### src/common/bus_ctl_pkg.sv
// Shared constants and types for the local bus command controller.
// Assumes all users import the whole package; no other file defines these.
package bus_ctl_pkg;

  // Register byte offsets on the Wishbone side.
  localparam logic [7:0] CTRL_OFS       = 8'h00;
  localparam logic [7:0] STAT_OFS       = 8'h04;
  localparam logic [7:0] CNT_OFS        = 8'h08;

  // Field positions and reset values of the registers.
  localparam int         CTRL_EN_BIT    = 0;
  localparam logic       CTRL_EN_RST    = 1'h1;
  localparam int         STAT_CTYPE_LSB = 0;
  localparam int         STAT_STATE_LSB = 4;
  localparam int         STAT_SEL_BIT   = 8;
  localparam int         STAT_STRAP_BIT = 9;

  // Falling edges between grant and command drive in compatible mode.
  localparam logic [1:0] GRANT_CMD_EDGES = 2'h3;

  // Reset value of the pin synchronisers; status and ready idle high.
  localparam logic [7:0] SYNC_RST       = 8'hF0;

  // Cycle codes: {mem_io_sel, status_hi_n, status_lo_n}.
  localparam logic [2:0] CODE_IRQ_ACK_CMD_N      = 3'h0;
  localparam logic [2:0] CODE_IO_RD     = 3'h1;
  localparam logic [2:0] CODE_IO_WR     = 3'h2;
  localparam logic [2:0] CODE_MEM_RD    = 3'h5;
  localparam logic [2:0] CODE_MEM_WR    = 3'h6;

  // Bus states; the status state holds only its second phase.
  typedef enum logic [1:0] {
    ST_IDLE,
    ST_STATUS,
    ST_CMD_PH1,
    ST_CMD_PH2
  } bus_state_e;

  // True for the three read cycle codes.
  function automatic logic is_read(input logic [2:0] code);
    is_read = (code == CODE_IRQ_ACK_CMD_N) || (code == CODE_IO_RD) || (code == CODE_MEM_RD);
  endfunction : is_read

  // True for the two write cycle codes.
  function automatic logic is_write(input logic [2:0] code);
    is_write = (code == CODE_IO_WR) || (code == CODE_MEM_WR);
  endfunction : is_write

endpackage : bus_ctl_pkg

### src/common/bus_ctl_if.sv
// Carrier between the controller core and its register slave.
// Assumes both ends run from the same system clock.
`timescale 1ns/100ps
`default_nettype none
interface bus_ctl_if;
  import bus_ctl_pkg::*;
  logic             sw_enable;  // Software permission to serve cycles.
  bus_state_e       state;      // Current bus state.
  logic [2:0]       ctype;      // Code of the current cycle.
  logic             selected;   // Cycle was selected at end of status.
  logic             strap;      // Synchronised timing strap.
  logic [15:0]      cycles;     // Completed cycle count.
  modport core (input sw_enable, output state, ctype, selected, strap, cycles);
  modport regs (output sw_enable, input state, ctype, selected, strap, cycles);
endinterface : bus_ctl_if
`default_nettype wire

### src/hw/bus_ctl_regs.sv
// Classic Wishbone slave holding the control, status and count registers.
// Assumes a single-cycle classic master on the rising edge of the clock.
`timescale 1ns/100ps
`default_nettype none
module bus_ctl_regs (
  input  wire logic        clk,
  input  wire logic        rst,
  input  wire logic        cyc,
  input  wire logic        stb,
  input  wire logic        we,
  input  wire logic [7:0]  adr,
  input  wire logic [3:0]  sel,
  input  wire logic [31:0] dat_w,
  output logic      [31:0] dat_r,
  output logic             ack,
  bus_ctl_if.regs          bus
);
  import bus_ctl_pkg::*;

  typedef struct packed {
    logic        ack;  // Answer, one cycle after the request is seen.
    logic        en;   // Software enable of the controller.
    logic [31:0] dat;  // Registered read data.
  } regs_s;

  regs_s r_reg;
  regs_s r_next;
  logic  take;

  // Requests are answered in the cycle after they appear; ack then drops.
  always_comb begin
    r_next     = r_reg;
    take       = cyc && stb && !r_reg.ack;
    r_next.ack = take;
    r_next.dat = 32'h0;
    if (take && we && adr == CTRL_OFS && sel[0]) begin
      r_next.en = dat_w[CTRL_EN_BIT];
    end
    if (take && !we) begin
      // Unmapped offsets answer normally with zero data.
      case (adr)
        CTRL_OFS: r_next.dat[CTRL_EN_BIT] = r_reg.en;
        STAT_OFS: begin
          r_next.dat[STAT_CTYPE_LSB +: 3] = bus.ctype;
          r_next.dat[STAT_STATE_LSB +: 2] = bus.state;
          r_next.dat[STAT_SEL_BIT]        = bus.selected;
          r_next.dat[STAT_STRAP_BIT]      = bus.strap;
        end
        CNT_OFS: r_next.dat[15:0] = bus.cycles;
        default: r_next.dat = 32'h0;
      endcase
    end
  end

  // Register update on the rising edge, where the master drives.
  always_ff @(posedge clk or posedge rst) begin
    if (rst) begin
      r_reg <= '{ack: 1'h0, en: CTRL_EN_RST, dat: 32'h0};
    end else begin
      r_reg <= r_next;
    end
  end

  assign ack           = r_reg.ack;
  assign dat_r         = r_reg.dat;
  assign bus.sw_enable = r_reg.en;
endmodule : bus_ctl_regs
`default_nettype wire

### src/hw/local_bus_command_controller.sv
// Local bus command controller: decodes master status into commands.
// Assumes the bus master asserts status in its clock phase 1 and that
// software reaches the registers over classic Wishbone on SYS_CLK.
`timescale 1ns/100ps
`default_nettype none
module local_bus_command_controller (
  input  wire logic        SYS_CLK,
  input  wire logic        RST,
  input  wire logic        STATUS_HI_N,
  input  wire logic        STATUS_LO_N,
  input  wire logic        MEM_IO_SEL,
  input  wire logic        READY_N,
  input  wire logic        COMMAND_DELAY,
  input  wire logic        LATCHED_SELECT,
  input  wire logic        ENABLE_OR_GRANT,
  input  wire logic        COMPAT_TIMING_STRAP,
  output logic             ADDR_LATCH_EN,
  output logic             CASCADE_ENABLE,
  output logic             TRANSCEIVER_ENABLE,
  output logic             TRANSFER_DIRECTION,
  output logic             MEM_READ_CMD_N,
  output logic             MEM_WRITE_CMD_N,
  output logic             IO_READ_CMD_N,
  output logic             IO_WRITE_CMD_N,
  output logic             IRQ_ACK_CMD_N,
  output logic             CMD_OE,
  input  wire logic        WB_CYC_I,
  input  wire logic        WB_STB_I,
  input  wire logic        WB_WE_I,
  input  wire logic [7:0]  WB_ADR_I,
  input  wire logic [3:0]  WB_SEL_I,
  input  wire logic [31:0] WB_DAT_I,
  output logic      [31:0] WB_DAT_O,
  output logic             WB_ACK_O
);
  import bus_ctl_pkg::*;


  // One struct holds every core register,
  // so the whole state moves at one edge.
  // The next-state process starts from a
  // copy, so every field has a value on
  // every path without long default lists.

  // Whole state of the core; updated on the falling edge only.
  typedef struct packed {
    bus_state_e  st;      // Current bus state.
    logic [2:0]  ctype;   // Cycle code captured when status was seen.
    logic        sel;     // Cycle selected at the end of status.
    logic        cmd_ok;  // Command delay has been seen low.
    logic        cmd;     // Command output active before gating.
    logic        ale;     // Address strobe.
    logic        cascade_enable;     // Cascade enable.
    logic        transceiver_enable;     // Transceiver enable before gating.
    logic        dir;     // Transfer direction, high for write or idle.
    logic [1:0]  gcnt;    // Falling edges counted since grant.
    logic [15:0] cycles;  // Cycles that reached their end.
  } core_s;

  core_s       c_reg;    // Registered state.
  core_s       c_next;   // Next state.
  logic [7:0]  pins_s;   // Synchronised pin inputs.
  logic        st_hi_n;  // Synchronised status high.
  logic        st_lo_n;  // Synchronised status low.
  logic        mio;      // Synchronised memory or I/O select.
  logic        rdy_n;    // Synchronised ready.
  logic        cdly;     // Synchronised command delay.
  logic        lsel;     // Synchronised latched select.
  logic        eog;      // Synchronised enable or grant.
  logic        compat;   // Synchronised timing strap.
  logic [2:0]  code;     // Live cycle code.
  logic        st_act;   // Either status input low.
  logic        start;    // A new cycle begins at this edge.
  logic        term;     // The current cycle ends at this edge.
  logic        cur_rd;   // Captured cycle is a read.
  logic        cur_wr;   // Captured cycle is a write.
  logic        gate_ok;  // Output gate open.
  logic        cmd_on;   // Command drive after gating.


  // The interface carries observed state
  // to the register slave and brings the
  // software enable back; one clock only.
  bus_ctl_if bus ();

  // Synchroniser word, top bit first:
  // status high, status low, select,
  // ready, delay, latched select, gate,
  // strap. Reset keeps status and ready
  // high: no cycle starts or ends while
  // the pipe fills.

  // Every pin passes two falling-edge flip-flops before the core reads it.
  pin_sync #(
    .W       (8),
    .RST_VAL (SYNC_RST)
  ) u_sync (
    .clk (SYS_CLK),
    .rst (RST),
    .d   ({STATUS_HI_N, STATUS_LO_N, MEM_IO_SEL, READY_N,
           COMMAND_DELAY, LATCHED_SELECT, ENABLE_OR_GRANT,
           COMPAT_TIMING_STRAP}),
    .q   (pins_s)
  );


  // Unpack the word into named signals.
  assign {st_hi_n, st_lo_n, mio, rdy_n, cdly, lsel, eog, compat} = pins_s;

  // The live code counts only at the
  // start edge; later, every output reads
  // the captured copy in the state word.

  // Memory or I/O select forms the top bit of the cycle code.
  assign code   = {mio, st_hi_n, st_lo_n};
  assign st_act = !st_hi_n || !st_lo_n;
  assign cur_rd = is_read(c_reg.ctype);
  assign cur_wr = is_write(c_reg.ctype);


  // A cycle in falling edges, counted
  // after the synchronisers:
  //   E0: status seen low in idle or at
  //       the end edge of a cycle; code
  //       captured, strobe and cascade.
  //   E1: end of status; select, enable
  //       and delay sampled; direction.
  //   E2: first command clock; enable on.
  //   E3: second command clock; ready low
  //       ends, ready high waits.
  //   E4: idle; direction rests high.
  //
  // The first status clock is seen two
  // edges late, as the synchronisers take two edges.
  // All outputs land later than on a part
  // that reads raw pins; that was traded
  // for two flip-flops on every pin.
  //
  // Waits come in pairs of clocks, so the
  // master's clock phase survives them.
  // The wait branch touches no output.
  //
  // Halt, idle codes and unselected
  // cycles go back to idle; ready and
  // delay are then ignored, so a stray
  // ready from elsewhere does no harm.
  //
  // A read after a write, or the reverse,
  // drops enable at the end edge and turns
  // direction only at the next edge.
  //
  // The cycle counter wraps; software
  // should take differences of readings.

  // Next-state logic of the bus sequencer.
  always_comb begin
    c_next     = c_reg;
    c_next.ale = 1'h0;
    c_next.cascade_enable = 1'h0;
    term       = 1'h0;
    case (c_reg.st)
      // Nothing in flight; direction rests high.
      ST_IDLE: begin
        c_next.transceiver_enable = 1'h0;
        c_next.dir = 1'h1;
      end
      // Second phase of status; select and delay are sampled here.
      ST_STATUS: begin
        if ((cur_rd || cur_wr) && lsel && bus.sw_enable) begin
          c_next.st     = ST_CMD_PH1;
          c_next.sel    = 1'h1;
          c_next.dir    = cur_wr;
          // An early write enable only where direction is already high.
          c_next.transceiver_enable    = cur_wr && !compat && c_reg.dir;
          c_next.cmd_ok = !cdly;
          c_next.cmd    = !cdly && !compat;
        end else begin
          // Halt, idle code or not selected: quiet until next status.
          c_next.st  = ST_IDLE;
          c_next.sel = 1'h0;
          c_next.transceiver_enable = 1'h0;
          c_next.dir = 1'h1;
          c_next.cmd = 1'h0;
        end
      end
      // First clock of the command state; enable comes on for all types.
      ST_CMD_PH1: begin
        c_next.st     = ST_CMD_PH2;
        c_next.transceiver_enable    = 1'h1;
        c_next.cmd_ok = c_reg.cmd_ok || !cdly;
        c_next.cmd    = c_reg.cmd_ok || !cdly;
      end
      // Second clock of the command state; ready decides the outcome.
      ST_CMD_PH2: begin
        c_next.cmd_ok = c_reg.cmd_ok || !cdly;
        c_next.cmd    = c_reg.cmd_ok || !cdly;
        if (rdy_n) begin
          // Wait state: outputs hold, but the command still comes on if delay falls.
          c_next.st = ST_CMD_PH1;
        end else begin
          // End of cycle: enable drops first, direction later.
          term          = 1'h1;
          c_next.st     = ST_IDLE;
          c_next.cmd    = 1'h0;
          c_next.cmd_ok = 1'h0;
          c_next.transceiver_enable    = 1'h0;
          c_next.sel    = 1'h0;
          c_next.cycles = c_reg.cycles + 16'h1;
        end
      end
      default: begin
        c_next.st = ST_IDLE;
      end
    endcase

    // A new cycle starts from idle or straight out of a finishing cycle.
    start = st_act && (c_reg.st == ST_IDLE || term);
    if (start) begin
      c_next.st    = ST_STATUS;
      c_next.ctype = code;
      c_next.ale   = is_read(code) || is_write(code);
      c_next.cascade_enable   = (code == CODE_IRQ_ACK_CMD_N);
      // Fast writes back to back keep enable high; a read ends it.
      c_next.transceiver_enable   = !compat && is_write(code) && c_reg.dir &&
                     (c_reg.st == ST_IDLE || cur_wr);
      c_next.dir   = c_reg.dir;
    end

    // Grant counter: commands follow grant after three falling edges.
    if (!compat || eog) begin
      c_next.gcnt = 2'h0;
    end else if (c_reg.gcnt != GRANT_CMD_EDGES) begin
      c_next.gcnt = c_reg.gcnt + 2'h1;
    end
  end


  // Reset leaves an idle code, so nothing
  // decodes, and direction high, so the
  // transceivers face the bus at rest.

  // All state moves on the falling edge of the system clock.
  always_ff @(negedge SYS_CLK or posedge RST) begin
    if (RST) begin
      c_reg <= '{st: ST_IDLE, ctype: 3'h7, sel: 1'h0, cmd_ok: 1'h0,
                 cmd: 1'h0, ale: 1'h0, cascade_enable: 1'h0, transceiver_enable: 1'h0,
                 dir: 1'h1, gcnt: 2'h0, cycles: 16'h0};
    end else begin
      c_reg <= c_next;
    end
  end


  // Limitation: the gate pin passes the
  // synchroniser, so it acts two edges
  // late, not at once. A raw pin path to
  // the commands would break the rule
  // that pins pass two flip-flops first.
  //
  // Losing grant restarts the counter, so
  // a regained grant always waits three
  // edges, even in the middle of a cycle.

  // Output gating. In fast mode the enable pin forces commands and
  // transceiver enable inactive without floating them. In compatible
  // mode the pin is an active-low grant: released commands float and
  // enable drops two edges after the pin, and commands wait three edges after grant.
  always_comb begin
    if (compat) begin
      gate_ok = !eog;
      cmd_on  = c_reg.cmd && (c_reg.gcnt == GRANT_CMD_EDGES);
      CMD_OE  = !eog;
    end else begin
      gate_ok = eog;
      cmd_on  = c_reg.cmd && eog;
      CMD_OE  = 1'h1;
    end
  end


  // Commands decode the captured code,
  // not the pins, so a master that moves
  // to its next status early cannot upset
  // the cycle still in flight.
  // One command line per cycle type; all others stay high.
  assign MEM_READ_CMD_N     = !(cmd_on && c_reg.ctype == CODE_MEM_RD);
  assign MEM_WRITE_CMD_N    = !(cmd_on && c_reg.ctype == CODE_MEM_WR);
  assign IO_READ_CMD_N      = !(cmd_on && c_reg.ctype == CODE_IO_RD);
  assign IO_WRITE_CMD_N     = !(cmd_on && c_reg.ctype == CODE_IO_WR);
  assign IRQ_ACK_CMD_N      = !(cmd_on && c_reg.ctype == CODE_IRQ_ACK_CMD_N);
  // Enable is gated; direction, strobe and cascade ignore the gate.
  assign TRANSCEIVER_ENABLE = c_reg.transceiver_enable && gate_ok;
  assign TRANSFER_DIRECTION = c_reg.dir;
  assign ADDR_LATCH_EN      = c_reg.ale;
  assign CASCADE_ENABLE     = c_reg.cascade_enable;


  // These change on the falling edge and
  // are settled half a clock before the
  // rising-edge slave reads them.
  // Observed state for the register slave.
  assign bus.state    = c_reg.st;
  assign bus.ctype    = c_reg.ctype;
  assign bus.selected = c_reg.sel;
  assign bus.strap    = compat;
  assign bus.cycles   = c_reg.cycles;

  // Register slave on the rising edge, where the bus master drives.
  bus_ctl_regs u_regs (
    .clk   (SYS_CLK),
    .rst   (RST),
    .cyc   (WB_CYC_I),
    .stb   (WB_STB_I),
    .we    (WB_WE_I),
    .adr   (WB_ADR_I),
    .sel   (WB_SEL_I),
    .dat_w (WB_DAT_I),
    .dat_r (WB_DAT_O),
    .ack   (WB_ACK_O),
    .bus   (bus)
  );

endmodule : local_bus_command_controller
`default_nettype wire

### src/hw/pin_sync.sv
// Two-stage synchroniser for the pin inputs, on the falling edge.
// Assumes the pins are asynchronous to the system clock.
`timescale 1ns/100ps
`default_nettype none
module pin_sync #(
  parameter int         W       = 8,
  parameter logic [W-1:0] RST_VAL = '1
) (
  input  wire logic         clk,
  input  wire logic         rst,
  input  wire logic [W-1:0] d,
  output logic      [W-1:0] q
);
  // Both stages live in one state word; only stage two feeds the output.
  typedef struct packed {
    logic [W-1:0] s1;
    logic [W-1:0] s2;
  } sync_s;

  sync_s st_reg;
  sync_s st_next;

  // The first stage is read by the second stage alone.
  always_comb begin
    st_next    = st_reg;
    st_next.s1 = d;
    st_next.s2 = st_reg.s1;
  end

  // Falling edge keeps the sampling on the same edge as the core.
  always_ff @(negedge clk or posedge rst) begin
    if (rst) begin
      st_reg <= {RST_VAL, RST_VAL};
    end else begin
      st_reg <= st_next;
    end
  end

  assign q = st_reg.s2;
endmodule : pin_sync
`default_nettype wire

### config.mk
export PLATFORM = sky130hd
export DESIGN_NAME = local_bus_command_controller
export DESIGN_NICKNAME = d
export VERILOG_FILES = /design/src/common/bus_ctl_pkg.sv /design/src/common/bus_ctl_if.sv /design/src/hw/bus_ctl_regs.sv /design/src/hw/local_bus_command_controller.sv /design/src/hw/pin_sync.sv
export SDC_FILE = /design/constraint.sdc
export NUM_CORES = 1
export LEC_CHECK = 0
export ABC_CLOCK_PERIOD_IN_PS = 4000
export BUFFER_PORTS_ARGS = -buffer_cell sky130_fd_sc_hd__buf_2
export CAP_MARGIN = 20
export CORE_MARGIN = 2
export CORE_UTILIZATION = 35
export DETAILED_ROUTE_END_ITERATION = 7
export GPL_ROUTABILITY_DRIVEN = 0
export PLACE_DENSITY = 0.67
export SYNTH_ARGS = -nofsm -noshare
export SYNTH_HDL_FRONTEND = slang
export SYNTH_SLANG_ARGS = --single-unit
### constraint.sdc
create_clock -name SYS_CLK -period 4 [get_ports SYS_CLK]
set_input_delay 0.2 -clock SYS_CLK [delete_from_list [all_inputs] [get_ports SYS_CLK]]
set_output_delay 0.2 -clock SYS_CLK [all_outputs]
set_load 0.02 [all_outputs]
Yosys cells after proc, flatten, opt, wreduce, memory -nomap -nowiden

Cells that the tools add are included.

Bitwise operators: 2
Eq/ne operators: 18
Add/subtract/negate cells: 2
Multiplexer cells: 30
Reductions and logical operators: 61

Operators with widths:

| kind                  | count |
|---|---|
| $logic_and 1x1->1     | 23 |
| $add 16x1->16 const B | 1 |
| $mux 16               | 1 |
| $logic_or 1x1->1      | 13 |
| $eq 3x3->1 const B    | 4 |
| $logic_not 1->1       | 12 |
| $mux 2                | 6 |
| $pmux 2 s2            | 3 |
| $pmux 2 s3            | 2 |
| $mux 1                | 10 |
| $eq 8x3->1 const B    | 1 |
| $eq 8x4->1 const B    | 1 |
| $logic_not 8->1       | 1 |
| $reduce_and 2->1      | 4 |
| $eq 2x2->1 const B    | 3 |
| $eq 3x1->1 const B    | 2 |
| $eq 3x2->1 const B    | 2 |
| $logic_not 3->1       | 2 |
| $mux 6                | 1 |
| $ne 2x2->1 const B    | 3 |
| $reduce_bool 2->1     | 3 |
| $mux 5                | 1 |
| $mux 4                | 1 |
| $pmux 1 s2            | 2 |
| 10 further kinds      | 11 |

Register bits after elaboration: 64
Output and inout bits: 43

Logic depth before layout (Yosys ltp)

Word-level depth: 9
Mapped depth: 7

By module

A second synthesis with hierarchy kept.

Cells, all modules: 240
Area total of the unflattened synthesis: 2884.0 um^2

By module, submodules not included:

| module                       | cells an instance | area each (um^2) | instances | sequential area each (um^2) |
|---|---|---|---|---|
| local_bus_command_controller | 149               | 1631.6           | 1         | 755.7 |
| bus_ctl_regs                 | 73                | 834.6            | 1         | 451.7 |
| pin_sync                     | 18                | 417.9            | 1         | 410.4 |

==> out/qor.csv <==
metric,value,unit
Syn Area/Cell,12.3,um^2
worst min path class,primary input to register,
peak supply drop,0.000217,V
"Seq/Total Area, Yosys",56.9,%
# hold bufs at CTS,0,
final-layout fill cell count,757,
pin count of the biggest net entering global routing,39,
Die ar.,0.00886,mm^2
DRT iter0 DRCs,40,
crit-path cells,"ha_1, mux2i_1, nor2b_2, and2b_1, nand2_1, buf_2",
"Slowest-stage cell, CP",dfrtn_1,
outcome,completed,
"Primary FF master, synth",dfrtn_1,
total track usage,12.7,%
actual slew at the worst max-slew pin,0.708,ns
"Largest stage delay, worst path",0.42,ns
number of synthesized register bits,64,
number of vias per cell,4.57,
gr ovfl total,0,
Post-synth EDFFs,0,
# DRC,0,
Reg area,0.00162,mm^2
Final Hold Fails,0,
Die X,94.1,um
relative slew slack,52.7,%
clock sinks,64,
post-DP HPWL,3.73,mm
post-layout util,43.7,%
clk slew on worst S/H paths,0.07,ns
mapped cell area,0.00284,mm^2
area growth from synthesis to layout,20.0,%
Power per Cell Area,494,mW/mm^2
Setup-failing EPs final,0,
share of cells above drive strength 1,35.4,%
Clock Skew,0.0565,ns
critical path arrival,3.70,ns
critical path peak fanout,3,
setup TNS,0,ns
combined area of the multi-input logic cells,0.00110,mm^2
Die Y,94.1,um
Post-Synthesis Cells,232,
IO Count,100,
crit start category,register,
critical path class,register to output pin,
TritonCTS clock tree,built,
vias in the first global route,1896,
routed vias,1860,
post-route ant nets,0,
Max Root-Sink Buffers,2,
CP endpoint kind,output pin,
Antenna Cells,0,
DR pass1 iterations,4,
worst hold margin,0.0867,ns
initial antenna violation count,0,
IO Port Bufs,49,
total number of yosys warnings,0,
RSZ-0062 raised after global routing,false,
global-route wire length before repair,8.55,mm
WL final,5.03,mm
Final Max Slew Viols,0,
worst-skew pair later-pin latency,0.38,ns
Max-Cap Viols,0,
TritonCTS buffer count,9,
leakage,1.73,nW
core footprint,0.00781,mm^2
"Net count, final",365,
worst endpoint required time,3.80,ns
starting density of the core,36.4,%
CTS H-Tree Depth,3,
Root Driver,clkbuf_8,
mean routed wirelength per cell,12.4,um
row count,32,
synth unique cells,52,
ys async rst share,100,%
per-stage QoR:
step	power [W]	setup slack, ns	cell area, um^2	instances
6_report	0.00168	0.0961	3410	407
5_1_grt	0.00179	0.00492	3410	407
4_1_cts	0.00170	0.0725	3410	407
3_5_place_dp	0.00108	0.352	3150	380
3_3_place_gp	0.00107	0.375	3150	380
2_1_floorplan	0.00101	0.331	2900	247
critical path: cells and delay by family (launching register included):
kind,cells,cell delay (ns)
buffers and inverters,1,0.17
adder cells (fa/ha/maj),1,0.23
AND/OR/NAND/NOR,3,0.45
flip-flops,1,0.42
multiplexers,1,0.11
path summary, 6_finish.rpt:
path,startpoint,endpoint,slack (ns),depth (start not counted)
max in group asynchronous,RST,bus.cycles[3],1.58,3
worst max-delay path,c_reg[16],IO_WRITE_CMD_N,0.1,6
worst min register to register,u_sync.st_next[1],u_sync.q[1],0.29,0
min in group asynchronous,RST,u_regs.dat_r[13],0.30,3
worst max register to register,u_regs.bus.sw_enable,c_reg[23],0.61,4
worst min-delay path,WB_DAT_I[0],u_regs.bus.sw_enable,0.09,2
Yosys cell counts (all sizes together), types with 2 or more instances:
cell type,count,area share (%)
nor2,15,2.2
o22a,2,0.62
a22o,6,2.1
and4,2,0.62
nor4,3,1.2
a21o,2,0.53
dfrtn,34,30
xor2,4,1.2
buf,19,5.0
dfrtp,17,15
mux2,3,1.2
nor2b,5,1.1
nand4b,2,1.1
and2,11,2.8
nand3b,2,0.53
a21boi,2,0.53
o21ai,4,0.84
inv,11,1.5
nand4,8,2.0
mux2i,3,1.1
ha,8,3.5
nor3,2,0.75
nand2,13,1.7
xnor2,12,3.7
dfstp,13,12
nand3,6,1.1
a21oi,7,1.2
timing repair:
| item | in CTS | in global routing |
|---|---|---|
| endpoints found under the hold margin | 0 | 0 |
| setup endpoints to repair | 1 | 0 |
| resized for setup | 1 | 0 |
| setup buffers | 0 | 0 |
layout make-up:
cell class	instances	share of cell area [%]
clock buffer	11	4.59
timing repair buffer	50	7.78
inverter	10	1.10
sequential	64	47.4
clock inverter	17	3.08
multi-input combinational	153	32.3
tap	102	3.74
metal layers:
metal	GRT usage [%]	share of wire (%)	vias to the layer above	wire length [um]
met2	22.0	51	51	2580
met1	13.4	41	894	2060
met3	4.65	6.3	7	318
met5	0	0	-	0
li1	-	-	908	-
met4	6.52	1.3	0	65
where the power goes:
part / total (W) / switching [W] / internal, W
clock network: 0.000634 / 0.000284 / 0.000350
logic: 0.000279 / 0.000165 / 0.000114
registers: 0.000771 / 0.0000554 / 0.000716
layout by cell type, fill, tap and decap left out, types with 3 or more instances in the layout:
cell type | synthesis | layout
a21oi_1 | 7 | 7
dfrtn_1 | 34 | 34
nor2_1 | 14 | 14
buf_2 | 2 | 49
clkbuf_8 | 0 | 9
mux2i_1 | 3 | 3
ha_1 | 8 | 8
conb_1 | 1 | 16
nand3_1 | 6 | 6
mux2_2 | 3 | 3
dfrtp_1 | 17 | 17
and2_2 | 9 | 9
o21ai_0 | 3 | 3
nand2_1 | 13 | 13
nand4_1 | 7 | 7
xnor2_1 | 12 | 12
a22o_2 | 6 | 6
dfstp_2 | 13 | 13
inv_1 | 11 | 21
xor2_1 | 4 | 4
nor2b_1 | 5 | 4
cells by family (layout without fill, tap and decap cells):
group	count (synthesis)	count (layout)	share of synthesized area, %
buf+inv	30	88	6.43
mux	6	6	2.24
simple gates	75	75	17.4
fa+ha+maj	8	8	3.52
compound gates	32	32	8.45
flops	64	64	56.9
xor+xnor	16	16	4.93
other cells	1	16	0.132
No activity file was read; power rests on OpenSTA's default activity.
